### src/shared/dct_map.vh
/*
 * Register map, field positions, reset values and filter widths of the
 * dual counter/timer control block.
 * Assumes an 8-bit register port with byte offsets as given here.
 */
`ifndef DCT_MAP_VH
`define DCT_MAP_VH

// ************************************************************
// Register offsets
// ************************************************************
`define DCT_ADDR_W          4
`define DCT_OFS_CTL8        4'h0
`define DCT_OFS_SHARED      4'h1
`define DCT_OFS_CTL16       4'h2
`define DCT_OFS_SYNC        4'h3
`define DCT_OFS_HOLD8_LO    4'h4
`define DCT_OFS_HOLD8_HI    4'h5
`define DCT_OFS_HOLD16_LO   4'h6
`define DCT_OFS_HOLD16_HI   4'h7

// ************************************************************
// Field positions
// ************************************************************
`define DCT_B_RUN           7
`define DCT_B_SINGLE        6
`define DCT_B_TIMEOUT       5
`define DCT_B_CLKSEL_HI     4
`define DCT_B_CLKSEL_LO     3
`define DCT_B_CAPMASK       2
`define DCT_B_PINSEL        1
`define DCT_B_PINEN         0
`define DCT_B_DEMOD         7
`define DCT_B_COMBEN        6
`define DCT_B_LOGIC_HI      5
`define DCT_B_LOGIC_LO      4
`define DCT_B_SUB_HI        3
`define DCT_B_SUB_LO        2
`define DCT_B_LVL8          1
`define DCT_B_LVL16         0
`define DCT_B_SYNC_RUN16    7
`define DCT_B_SYNC_RUN8     6
`define DCT_B_SYNC_EN       5

// ************************************************************
// Encodings and reset values
// ************************************************************
`define DCT_SUB_NORMAL      2'h0
`define DCT_SUB_PINGPONG    2'h1
`define DCT_SUB_FORCE0      2'h2
`define DCT_SUB_FORCE1      2'h3
`define DCT_LOG_AND         2'h0
`define DCT_LOG_OR          2'h1
`define DCT_LOG_NOR         2'h2
`define DCT_LOG_NAND        2'h3
`define DCT_EDGE_FALL       2'h0
`define DCT_EDGE_RISE       2'h1
`define DCT_RESERVED_RD     5'h1f
`define DCT_RST_BYTE        8'h00

// ************************************************************
// Glitch filter widths in system clocks, per code 00..11
// ************************************************************
`define DCT_GF_W0           5'h01
`define DCT_GF_W1           5'h04
`define DCT_GF_W2           5'h08
`define DCT_GF_W3           5'h10

`endif

### src/rtl/dct_top.v
/*
 * Dual counter/timer control: 8-bit and 16-bit counters with transmit
 * (normal, ping-pong, forced, combined output) and demodulation modes.
 * Assumes a single-cycle register port with read data one cycle later,
 * and asynchronous edge input pins.
 */
// Implementation choice: the address-and-strobe port.
// Notes on behaviour
// - Transmit mode: logic field combines both outputs as AND/OR/NOR/NAND.
// - Demodulation mode: logic field selects reported edge polarity.
// - Submode picks ping-pong or normal; writing normal ends ping-pong.
// - Submode 10 forces sixteen-bit output low, 11 forces it high.
// - Demodulation submode sets minimum pulse width; narrower glitches drop.
// - Eight-bit output takes its initial-level bit when counting starts.
// - Disabled eight-bit output holds inverse of its initial-level bit.
// - Sixteen-bit output likewise, in normal and ping-pong submodes only.
// - Demodulation: shared bit 1 is rising-edge flag, write 1 clears.
// - Demodulation: shared bit 0 is falling-edge flag, write 1 clears.
// - Edge detector watches one of two pins, pulses pos or neg line.
// - Glitch filter width chosen by shared bits 3 and 2.
// - Ping-pong: hardware alternately sets and clears both run bits.
// - Each counter sets its time-out flag at every terminal count.
// - Eight-bit control bit 0 routes its output to its pin.
// - Sixteen-bit control bit 0 routes its output to its pin.
// - Shared bit 6 drives combined output on a third pin, in transmit mode only.
// - Eight-bit control bit 2 enables the data-capture request.
// - Sync register bits 4..0 read all ones, writes ignored.
// - Sync mode aligns first eight-bit carrier pulse to sixteen-bit signal.
// - Sync mode bit resets to disabled.
// - Eight-bit counter reloads from readable high and low hold bytes.
`timescale 1ns/1ps
`include "dct_map.vh"
module dct_top
(
   input  wire                   i_clk_sys,
   input  wire                   i_srst,
   input  wire                   i_ce,
   input  wire [`DCT_ADDR_W-1:0] i_addr,
   input  wire [7:0]             i_wr_data,
   input  wire                   i_wr,
   input  wire                   i_rd,
   output reg  [7:0]             o_rd_data,
   input  wire                   i_edge_pin_a,
   input  wire                   i_edge_pin_b,
   output wire                   o_eight_counter_pin,
   output wire                   o_sixteen_counter_pin,
   output wire                   o_combined_output_pin,
   output wire                   o_eight_counter_pin_oe_n,
   output wire                   o_sixteen_counter_pin_oe_n,
   output wire                   o_combined_output_pin_oe_n,
   output reg                    o_capture_req
);

   // ************************************************************
   // Functions
   // ************************************************************
   function [1:0] fld2;
      input [7:0] v;
      input integer lo;
      begin
         fld2 = {v[lo + 1], v[lo]};
      end
   endfunction

   function comb_logic;
      input [1:0] sel;
      input       a;
      input       b;
      begin
         case (sel)
            `DCT_LOG_AND: comb_logic = a & b;
            `DCT_LOG_OR:  comb_logic = a | b;
            `DCT_LOG_NOR: comb_logic = ~(a | b);
            default:      comb_logic = ~(a & b);
         endcase
      end
   endfunction

   // ************************************************************
   // State
   // ************************************************************
   reg [7:0]  ctl8_reg;
   reg [7:0]  shared_reg;
   reg [7:0]  ctl16_reg;
   reg        sync_en_reg;
   reg [7:0]  hold8_lo_reg;
   reg [7:0]  hold8_hi_reg;
   reg [7:0]  hold16_lo_reg;
   reg [7:0]  hold16_hi_reg;
   reg [7:0]  cnt8_reg;
   reg [15:0] cnt16_reg;
   reg [2:0]  pre8_reg;
   reg        out8_reg;
   reg        out16_reg;
   reg        run8_q_reg;
   reg        run16_q_reg;
   reg        pp_active_reg;
   reg        sync_wait_reg;
   reg        out16_q_reg;
   reg        comb_reg;
   reg        pin8_reg;
   reg        pin16_reg;

   wire       demod    = shared_reg[`DCT_B_DEMOD];
   wire [1:0] logic_f  = fld2(shared_reg, `DCT_B_LOGIC_LO);
   wire [1:0] sub_f    = fld2(shared_reg, `DCT_B_SUB_LO);
   wire [1:0] clk_f    = fld2(ctl8_reg, `DCT_B_CLKSEL_LO);
   wire       run8     = ctl8_reg[`DCT_B_RUN];
   wire       run16    = ctl16_reg[`DCT_B_RUN];
   wire       lvl8     = shared_reg[`DCT_B_LVL8];
   wire       lvl16    = shared_reg[`DCT_B_LVL16];
   wire       pin_sel  = ctl16_reg[`DCT_B_PINSEL];

   wire       wr_ctl8   = i_wr & (i_addr == `DCT_OFS_CTL8);
   wire       wr_shared = i_wr & (i_addr == `DCT_OFS_SHARED);
   wire       wr_ctl16  = i_wr & (i_addr == `DCT_OFS_CTL16);
   wire       wr_sync   = i_wr & (i_addr == `DCT_OFS_SYNC);

   // ************************************************************
   // Edge input path
   // ************************************************************
   wire lvl_a;
   wire lvl_b;
   wire pos_edge;
   wire neg_edge;

   dct_sync3 u_sync_a
   (
      .i_clk_sys (i_clk_sys),
      .i_srst    (i_srst),
      .i_ce      (i_ce),
      .i_pin     (i_edge_pin_a),
      .o_level   (lvl_a)
   );

   dct_sync3 u_sync_b
   (
      .i_clk_sys (i_clk_sys),
      .i_srst    (i_srst),
      .i_ce      (i_ce),
      .i_pin     (i_edge_pin_b),
      .o_level   (lvl_b)
   );

   dct_glitch_edge u_filter
   (
      .i_clk_sys   (i_clk_sys),
      .i_srst      (i_srst),
      .i_ce        (i_ce),
      .i_level     (pin_sel ? lvl_b : lvl_a),
      .i_width_sel (sub_f),
      .o_pos_edge  (pos_edge),
      .o_neg_edge  (neg_edge)
   );

   // Logic field doubles as the edge polarity in demodulation
   wire want_rise = (logic_f != `DCT_EDGE_FALL);
   wire want_fall = (logic_f != `DCT_EDGE_RISE);
   wire rise_hit  = demod & pos_edge & want_rise;
   wire fall_hit  = demod & neg_edge & want_fall;

   // ************************************************************
   // Counter ticks and terminal counts
   // ************************************************************
   wire tick8 = ~|(pre8_reg & ((3'h1 << clk_f) - 3'h1));
   wire go8   = ~demod & run8 & run8_q_reg & ~sync_wait_reg;
   wire go16  = ~demod & run16 & run16_q_reg;
   wire tc8   = go8 & tick8 & (cnt8_reg == 8'h00);
   wire tc16  = go16 & (cnt16_reg == 16'h0000);
   wire pp    = pp_active_reg & (sub_f == `DCT_SUB_PINGPONG);
   wire sync_rise = out16_reg & ~out16_q_reg;

   // ************************************************************
   // Control registers
   // ************************************************************
   always @(posedge i_clk_sys)
   begin
      if (i_srst)
      begin
         ctl8_reg      <= `DCT_RST_BYTE;
         shared_reg    <= `DCT_RST_BYTE;
         ctl16_reg     <= `DCT_RST_BYTE;
         sync_en_reg   <= 1'b0;
         hold8_lo_reg  <= `DCT_RST_BYTE;
         hold8_hi_reg  <= `DCT_RST_BYTE;
         hold16_lo_reg <= `DCT_RST_BYTE;
         hold16_hi_reg <= `DCT_RST_BYTE;
         pp_active_reg <= 1'b0;
      end
      else if (i_ce)
      begin
         if (wr_ctl8)
         begin
            ctl8_reg[7:6] <= i_wr_data[7:6];
            ctl8_reg[4:0] <= i_wr_data[4:0];
         end
         if (wr_ctl16)
         begin
            ctl16_reg[7:6] <= i_wr_data[7:6];
            ctl16_reg[4:0] <= i_wr_data[4:0];
         end
         if (wr_sync)
         begin
            ctl16_reg[`DCT_B_RUN] <= i_wr_data[`DCT_B_SYNC_RUN16];
            ctl8_reg[`DCT_B_RUN]  <= i_wr_data[`DCT_B_SYNC_RUN8];
            sync_en_reg           <= i_wr_data[`DCT_B_SYNC_EN];
         end
         if (wr_shared)
         begin
            shared_reg[7:2] <= i_wr_data[7:2];
            // Flag bits are write-one-to-clear only in demodulation
            if (!i_wr_data[`DCT_B_DEMOD] && !demod)
               shared_reg[1:0] <= i_wr_data[1:0];
            else if (i_wr_data[`DCT_B_DEMOD] != demod)
               shared_reg[1:0] <= 2'h0;
            else
               shared_reg[1:0] <= shared_reg[1:0] & ~i_wr_data[1:0];
            if (fld2(i_wr_data, `DCT_B_SUB_LO) == `DCT_SUB_PINGPONG)
               pp_active_reg <= 1'b1;
            else
               pp_active_reg <= 1'b0;
         end
         if (i_wr && i_addr == `DCT_OFS_HOLD8_LO)
            hold8_lo_reg <= i_wr_data;
         if (i_wr && i_addr == `DCT_OFS_HOLD8_HI)
            hold8_hi_reg <= i_wr_data;
         if (i_wr && i_addr == `DCT_OFS_HOLD16_LO)
            hold16_lo_reg <= i_wr_data;
         if (i_wr && i_addr == `DCT_OFS_HOLD16_HI)
            hold16_hi_reg <= i_wr_data;

         // Hardware sets win over a same-cycle clear
         if (rise_hit)
            shared_reg[`DCT_B_LVL8] <= 1'b1;
         if (fall_hit)
            shared_reg[`DCT_B_LVL16] <= 1'b1;
         if (wr_ctl8 && i_wr_data[`DCT_B_TIMEOUT])
            ctl8_reg[`DCT_B_TIMEOUT] <= 1'b0;
         if (wr_ctl16 && i_wr_data[`DCT_B_TIMEOUT])
            ctl16_reg[`DCT_B_TIMEOUT] <= 1'b0;
         if (tc8)
            ctl8_reg[`DCT_B_TIMEOUT] <= 1'b1;
         if (tc16)
            ctl16_reg[`DCT_B_TIMEOUT] <= 1'b1;

         // Ping-pong hands the run bit to the other counter
         if (pp && tc8)
         begin
            ctl8_reg[`DCT_B_RUN]  <= 1'b0;
            ctl16_reg[`DCT_B_RUN] <= 1'b1;
         end
         else if (pp && tc16)
         begin
            ctl16_reg[`DCT_B_RUN] <= 1'b0;
            ctl8_reg[`DCT_B_RUN]  <= 1'b1;
         end
         else
         begin
            if (tc8 && ctl8_reg[`DCT_B_SINGLE])
               ctl8_reg[`DCT_B_RUN] <= 1'b0;
            if (tc16 && ctl16_reg[`DCT_B_SINGLE])
               ctl16_reg[`DCT_B_RUN] <= 1'b0;
         end
      end
   end

   // ************************************************************
   // Counters and output levels
   // ************************************************************
   always @(posedge i_clk_sys)
   begin
      if (i_srst)
      begin
         cnt8_reg      <= 8'h00;
         cnt16_reg     <= 16'h0000;
         pre8_reg      <= 3'h0;
         out8_reg      <= 1'b1;
         out16_reg     <= 1'b1;
         run8_q_reg    <= 1'b0;
         run16_q_reg   <= 1'b0;
         sync_wait_reg <= 1'b0;
         out16_q_reg   <= 1'b1;
      end
      else if (i_ce)
      begin
         run8_q_reg  <= run8;
         run16_q_reg <= run16;
         out16_q_reg <= out16_reg;
         pre8_reg    <= go8 ? pre8_reg + 3'h1 : 3'h0;

         if (!run8)
            out8_reg <= ~lvl8;
         else if (!run8_q_reg)
         begin
            // Start: jump to initial level, load matching hold byte
            out8_reg      <= lvl8;
            cnt8_reg      <= lvl8 ? hold8_hi_reg : hold8_lo_reg;
            sync_wait_reg <= sync_en_reg;
         end
         else if (sync_wait_reg)
         begin
            // Hold first carrier pulse until the 16-bit signal rises
            if (sync_rise)
               sync_wait_reg <= 1'b0;
         end
         else if (tc8)
         begin
            out8_reg <= ~out8_reg;
            cnt8_reg <= out8_reg ? hold8_lo_reg : hold8_hi_reg;
         end
         else if (go8 && tick8)
            cnt8_reg <= cnt8_reg - 8'h01;

         if (sub_f == `DCT_SUB_FORCE0)
            out16_reg <= 1'b0;
         else if (sub_f == `DCT_SUB_FORCE1)
            out16_reg <= 1'b1;
         else if (!run16)
            out16_reg <= ~lvl16;
         else if (!run16_q_reg)
         begin
            out16_reg <= lvl16;
            cnt16_reg <= {hold16_hi_reg, hold16_lo_reg};
         end
         else if (tc16)
         begin
            out16_reg <= ~out16_reg;
            cnt16_reg <= {hold16_hi_reg, hold16_lo_reg};
         end
         else if (go16)
            cnt16_reg <= cnt16_reg - 16'h0001;
      end
   end

   // ************************************************************
   // Output pins and capture request
   // ************************************************************
   always @(posedge i_clk_sys)
   begin
      if (i_srst)
      begin
         comb_reg      <= 1'b0;
         pin8_reg      <= 1'b0;
         pin16_reg     <= 1'b0;
         o_capture_req <= 1'b0;
      end
      else if (i_ce)
      begin
         comb_reg  <= comb_logic(logic_f, out8_reg, out16_reg);
         pin8_reg  <= out8_reg;
         pin16_reg <= out16_reg;
         // One-cycle pulse request; the interrupt controller lives elsewhere
         o_capture_req <= ctl8_reg[`DCT_B_CAPMASK] & (rise_hit | fall_hit);
      end
   end

   assign o_eight_counter_pin        = pin8_reg;
   assign o_sixteen_counter_pin      = pin16_reg;
   assign o_combined_output_pin      = comb_reg;
   assign o_eight_counter_pin_oe_n   = ~ctl8_reg[`DCT_B_PINEN];
   assign o_sixteen_counter_pin_oe_n = ~ctl16_reg[`DCT_B_PINEN];
   // Combined pin only meaningful in transmit mode
   assign o_combined_output_pin_oe_n =
      ~(shared_reg[`DCT_B_COMBEN] & ~demod);

   // ************************************************************
   // Register read port
   // ************************************************************
   always @(posedge i_clk_sys)
   begin
      if (i_srst)
         o_rd_data <= 8'h00;
      else if (i_ce && i_rd)
      begin
         if (i_addr == `DCT_OFS_CTL8)
            o_rd_data <= ctl8_reg;
         else if (i_addr == `DCT_OFS_SHARED)
            o_rd_data <= shared_reg;
         else if (i_addr == `DCT_OFS_CTL16)
            o_rd_data <= ctl16_reg;
         else if (i_addr == `DCT_OFS_SYNC)
            o_rd_data <= {run16, run8, sync_en_reg,
                          `DCT_RESERVED_RD};
         else if (i_addr == `DCT_OFS_HOLD8_LO)
            o_rd_data <= hold8_lo_reg;
         else if (i_addr == `DCT_OFS_HOLD8_HI)
            o_rd_data <= hold8_hi_reg;
         else if (i_addr == `DCT_OFS_HOLD16_LO)
            o_rd_data <= hold16_lo_reg;
         else if (i_addr == `DCT_OFS_HOLD16_HI)
            o_rd_data <= hold16_hi_reg;
         else
            o_rd_data <= 8'h00;
      end
   end

endmodule

### src/rtl/dct_sync3.v
/*
 * Three-stage input synchroniser for a pin from outside the clock domain.
 * Assumes i_pin is asynchronous; the output moves only once stages two
 * and three agree.
 */
`timescale 1ns/1ps
module dct_sync3
(
   input  wire i_clk_sys,
   input  wire i_srst,
   input  wire i_ce,
   input  wire i_pin,
   output reg  o_level
);

   reg [2:0] stage_reg;

   always @(posedge i_clk_sys)
   begin
      if (i_srst)
      begin
         stage_reg <= 3'h0;
         o_level   <= 1'b0;
      end
      else if (i_ce)
      begin
         stage_reg <= {stage_reg[1:0], i_pin};
         // Stage 0 feeds only stage 1
         if (stage_reg[1] == stage_reg[2])
            o_level <= stage_reg[2];
      end
   end

endmodule

### src/rtl/dct_glitch_edge.v
/*
 * Glitch filter and edge detector for the demodulation input.
 * Assumes i_level is already synchronous to i_clk_sys.
 */
`timescale 1ns/1ps
`include "dct_map.vh"
module dct_glitch_edge
(
   input  wire       i_clk_sys,
   input  wire       i_srst,
   input  wire       i_ce,
   input  wire       i_level,
   input  wire [1:0] i_width_sel,
   output reg        o_pos_edge,
   output reg        o_neg_edge
);

   reg [4:0] stable_reg;
   reg       clean_reg;
   reg [4:0] width;

   always @*
   begin
      case (i_width_sel)
         2'h0:    width = `DCT_GF_W0;
         2'h1:    width = `DCT_GF_W1;
         2'h2:    width = `DCT_GF_W2;
         default: width = `DCT_GF_W3;
      endcase
   end

   always @(posedge i_clk_sys)
   begin
      if (i_srst)
      begin
         stable_reg <= 5'h00;
         clean_reg  <= 1'b0;
         o_pos_edge <= 1'b0;
         o_neg_edge <= 1'b0;
      end
      else if (i_ce)
      begin
         o_pos_edge <= 1'b0;
         o_neg_edge <= 1'b0;
         if (i_level == clean_reg)
            stable_reg <= 5'h00;
         // Pulse shorter than the width never reaches the edge lines
         else if (stable_reg + 5'h01 >= width)
         begin
            stable_reg <= 5'h00;
            clean_reg  <= i_level;
            o_pos_edge <= i_level;
            o_neg_edge <= ~i_level;
         end
         else
            stable_reg <= stable_reg + 5'h01;
      end
   end

endmodule

### config.mk
export PLATFORM = sky130hd
export DESIGN_NAME = dct_top
export DESIGN_NICKNAME = d
export VERILOG_FILES = /design/src/rtl/dct_top.v /design/src/rtl/dct_sync3.v /design/src/rtl/dct_glitch_edge.v
export VERILOG_INCLUDE_DIRS = /design/src /design/src/shared
export SDC_FILE = /design/constraint.sdc
export NUM_CORES = 1
export LEC_CHECK = 0
export BUFFER_PORTS_ARGS = -buffer_cell sky130_fd_sc_hd__buf_2
export CELL_PAD_IN_SITES_DETAIL_PLACEMENT = 0
export CELL_PAD_IN_SITES_GLOBAL_PLACEMENT = 2
export CORE_ASPECT_RATIO = 1.75
export CORE_MARGIN = 2
export CORE_UTILIZATION = 41
export DETAILED_ROUTE_END_ITERATION = 8
export HOLD_SLACK_MARGIN = 0.03
export MAX_ROUTING_LAYER = met4
export PLACE_DENSITY = 0.9
export SLEW_MARGIN = 30
export SYNTH_ARGS = -nofsm -noshare
export SYNTH_HDL_FRONTEND = slang
export SYNTH_SLANG_ARGS = --single-unit
export TNS_END_PERCENT = 30
### constraint.sdc
create_clock -name i_clk_sys -period 4.91 [get_ports i_clk_sys]
set_input_delay 0.2455 -clock i_clk_sys [delete_from_list [all_inputs] [get_ports i_clk_sys]]
set_output_delay 0.2455 -clock i_clk_sys [all_outputs]
set_load 0.01 [all_outputs]
==> out/metrics.csv <==
stage,metric,value,unit
routing,antenna_left,0,
placed_design,place_ws,2.21,ns
sta,period_minus_slack,2.73,ns
critical_path,r2r-start,run8_q_reg,
routing,wl_per_cell,18.9,um
clock_tree,clock_path_buffers,2,
global_route,grt-ovfl-total,0,
logic_synthesis,syn_area_per_cell,8.57,um2
sta,setup_viol,0,
global_route,antenna_found_initial,0,
clock_tree,cts_tree,yes,
sta,tightest_slew,0.934,ns
global_route,grt_start_max_net_pins,64,
placed_design,hpwlAfterDp,12.9,mm
floorplanning,die_area,0.0165,mm2
routing,routed_via_density,5.69,
clock_tree,root_buffer,clkbuf_16,
cells_and_area,n_fill_cell,1476,
clock_tree,numCtsBuffers,17,
logic_synthesis,synthesis.area,0.00632,mm2
critical_path,critPathLaunchType,flip-flop,
cells_and_area,finalCoreUtilization,0.463,
floorplanning,row_count,60,
logic_synthesis,synth_edf_count,0,
routing,vias,5322,
sta,relSlewSlack,0.375,
sta,fin_worst_skew,0.0113,ns
cells_and_area,final_cells,936,
global_route,grt_pass1_wl,28.6,mm
floorplanning,fp.dieH,168,um
clock_tree,clk_pin_slew,0.06,ns
cells_and_area,seq_area,0.00238,mm2
sta,setup_tns,0,ns
placed_design,gp_congestion,0.895,
critical_path,cp-end-kind,flip-flop,
critical_path,reg2reg_depth,6,
logic_synthesis,syn-num-nets,767,
floorplanning,core,0.0152,mm2
routing,firstDrtPassIters,6,
cells_and_area,multi_input_area,0.00361,mm2
logic_synthesis,synthCells,737,
logic_synthesis,seq_area_frac_synth,0.377,
pwr,p_leak,2.62,nW
logic_synthesis,synth_cell_types,70,
critical_path,rrSetupSlack,2.18,ns
cells_and_area,largest_reg_flops,16,
placed_design,dp_cells,904,
min_path,hold_class,in -> reg,
global_route,grt_usage,0.226,
routing,drc,0,
floorplanning,die_w,97.8,um
sta,finalHoldViolations,0,
cells_and_area,n_antenna_cell,0,
cells_and_area,area_growth,11.8,%
min_path,whs_path_depth,3,
clock_tree,cts_resized,0,
sta,slew_violations,0,
cells_and_area,nets,767,
cells_and_area,drive_above_1_share,0.135,
pwr,ir_drop,208,uV
clock_tree,cts_sinks,119,
critical_path,critPathKind,reg -> reg,
floorplanning,initial_core_util,0.415,
clock_tree,cts_setup_buffers,0,
floorplanning,top_level_ports,34,
critical_path,worstPathMaxFanout,23,
clock_tree,hold_buffers,0,
sta,holdWs,0.0579,ns
placed_design,numPortBuffers,33,
logic_synthesis,async_flop_share,0,
global_route,grt_pass1_vias,5367,
critical_path,crit_required,5.17,ns
sta,rsz0062_at_grt,false,
status,outcome,"finished, final reports clean",
clock_tree,clock_tree.htree_level_count,4,
routing,wl,17.6,mm
logic_synthesis,ys_ff_latch,119,
critical_path,cp-startpoint,run8_q_reg,
routing,initialDrtViolationCount,334,
pwr,power.density,332,mW/mm2
critical_path,r2r_end,ctl16_reg[7],
logic_synthesis,synthFlopType,dfxtp_1,
logic_synthesis,ys_warn_count,0,
sta,max_clock_freq,366,MHz
critical_path,crit_end,ctl16_reg[7],
critical_path,worstPathArrival,3.00,ns
sta,fin_ws,2.18,ns
flow_run,maxCapViolations,0,
clock_tree,clock_latency,0.42,ns
sta,min_period_over_period,0.556,
[power by group]
group	total, mW	switching [mW]	internal, mW
clock network	1.23	0.515	0.716
registers	0.990	0.0118	0.978
logic	0.120	0.0806	0.0398
total	2.34	0.607	1.73
[final cells by class]
class	count	share of cell area
Clock buffer	17	0.0602
Clock inverter	15	0.0221
Inverter	18	0.00957
Multi-Input combinational cell	546	0.512
Sequential cell	119	0.337
Tap cell	186	0.0330
Timing Repair Buffer	35	0.0259
[logic make-up (layout without fill, tap and decap cells)]
group                      Yosys count  count (layout)  share of synthesized area
xor gates and xnor gates            10              10                     0.0139
DFF                                119             119                      0.377
muxes                               98              98                      0.174
adders and majority gates           11              11                     0.0218
and+or+nand+nor                    270             270                      0.204
buffers and inverters               72              85                     0.0509
AOI/OAI and AO/OA                  157             157                      0.159
[synthesized netlist by cell type (4+ instances only)]
| cell | n | area, um2 |
|---|---|---|
| a2111oi_2 | 4 | 60.1 |
| a211oi_1 | 5 | 37.5 |
| a21o_1 | 9 | 67.6 |
| a21oi_1 | 59 | 295 |
| a31oi_1 | 4 | 25.0 |
| and2_1 | 5 | 31.3 |
| buf_1 | 4 | 15.0 |
| buf_2 | 7 | 35.0 |
| clkbuf_1 | 38 | 143 |
| dfxtp_1 | 119 | 2380 |
| ha_1 | 11 | 138 |
| inv_1 | 18 | 67.6 |
| mux2i_1 | 86 | 861 |
| mux4_2 | 9 | 203 |
| nand2_1 | 55 | 206 |
| nand2b_1 | 11 | 68.8 |
| nand3_1 | 17 | 85.1 |
| nand4_1 | 6 | 37.5 |
| nor2_1 | 111 | 417 |
| nor3_1 | 33 | 165 |
| o21ai_0 | 36 | 180 |
| o21ai_1 | 4 | 20.0 |
| xnor2_1 | 7 | 61.3 |
[metal layers]
metal,part of all wire,global-route usage
met1,0.40,0.236
met2,0.52,0.397
met3,0.029,0.0361
met4,0.058,0.134
met5,0,-
[critical path: stages (launching register included)]
cell and delay, ns:
dfxtp_1 0.76, nand4bb_1 0.23, a211o_1 0.32, nor2b_2 0.72, o311ai_1 0.23, a211oi_1 0.25, a211oi_1 0.07
[worst min-delay path by stage]
stage                                 from                endpoint  slack, ns
finish                        i_edge_pin_b   u_sync_b.stage_reg[0]       0.06
global route                  i_edge_pin_b   u_sync_b.stage_reg[0]       0.09
CTS                           i_edge_pin_b   u_sync_b.stage_reg[0]       0.05
detailed placement  u_filter.stable_reg[3]  u_filter.stable_reg[3]       0.47
global placement    u_filter.stable_reg[4]  u_filter.stable_reg[4]       0.45
floorplan                     i_wr_data[5]           shared_reg[5]       0.38
[cell usage in the layout (no fill, tap or decap), types with 3 or more instances in the layout]
cell type | netlist | layout
dfxtp_1 | 119 | 119
nor2_1 | 111 | 111
mux2i_1 | 86 | 86
a21oi_1 | 59 | 59
nand2_1 | 55 | 55
o21ai_0 | 36 | 36
nor3_1 | 33 | 33
buf_2 | 7 | 32
inv_1 | 18 | 18
nand3_1 | 17 | 17
clkbuf_16 | 0 | 17
nand2b_1 | 11 | 11
ha_1 | 11 | 11
a21o_1 | 9 | 9
mux4_2 | 9 | 9
xnor2_1 | 7 | 7
nand4_1 | 6 | 6
inv_6 | 0 | 6
a211oi_1 | 5 | 5
and2_1 | 5 | 5
o21ai_1 | 4 | 4
a31oi_1 | 4 | 4
a2111oi_2 | 4 | 4
and3_1 | 3 | 3
xor2_1 | 3 | 3
a211o_1 | 3 | 3
a22oi_1 | 3 | 3
o211ai_1 | 3 | 3
mux2_2 | 3 | 3
or3_1 | 3 | 3
o221ai_1 | 3 | 3
o22ai_1 | 3 | 3
o2111ai_1 | 3 | 3
nor3b_1 | 3 | 3
clkinvlp_4 | 0 | 3
inv_8 | 0 | 3
buf_4 | 1 | 3
[per-stage QoR]
stage / power, mW / area [um2]
2_1_floorplan: 1.09 / 6320
3_3_place_gp: 1.13 / 6480
3_5_place_dp: 1.13 / 6480
4_1_cts: 2.36 / 7060
5_1_grt: 2.41 / 7060
6_report: 2.34 / 7060
Power figures use the tool's default switching activity.
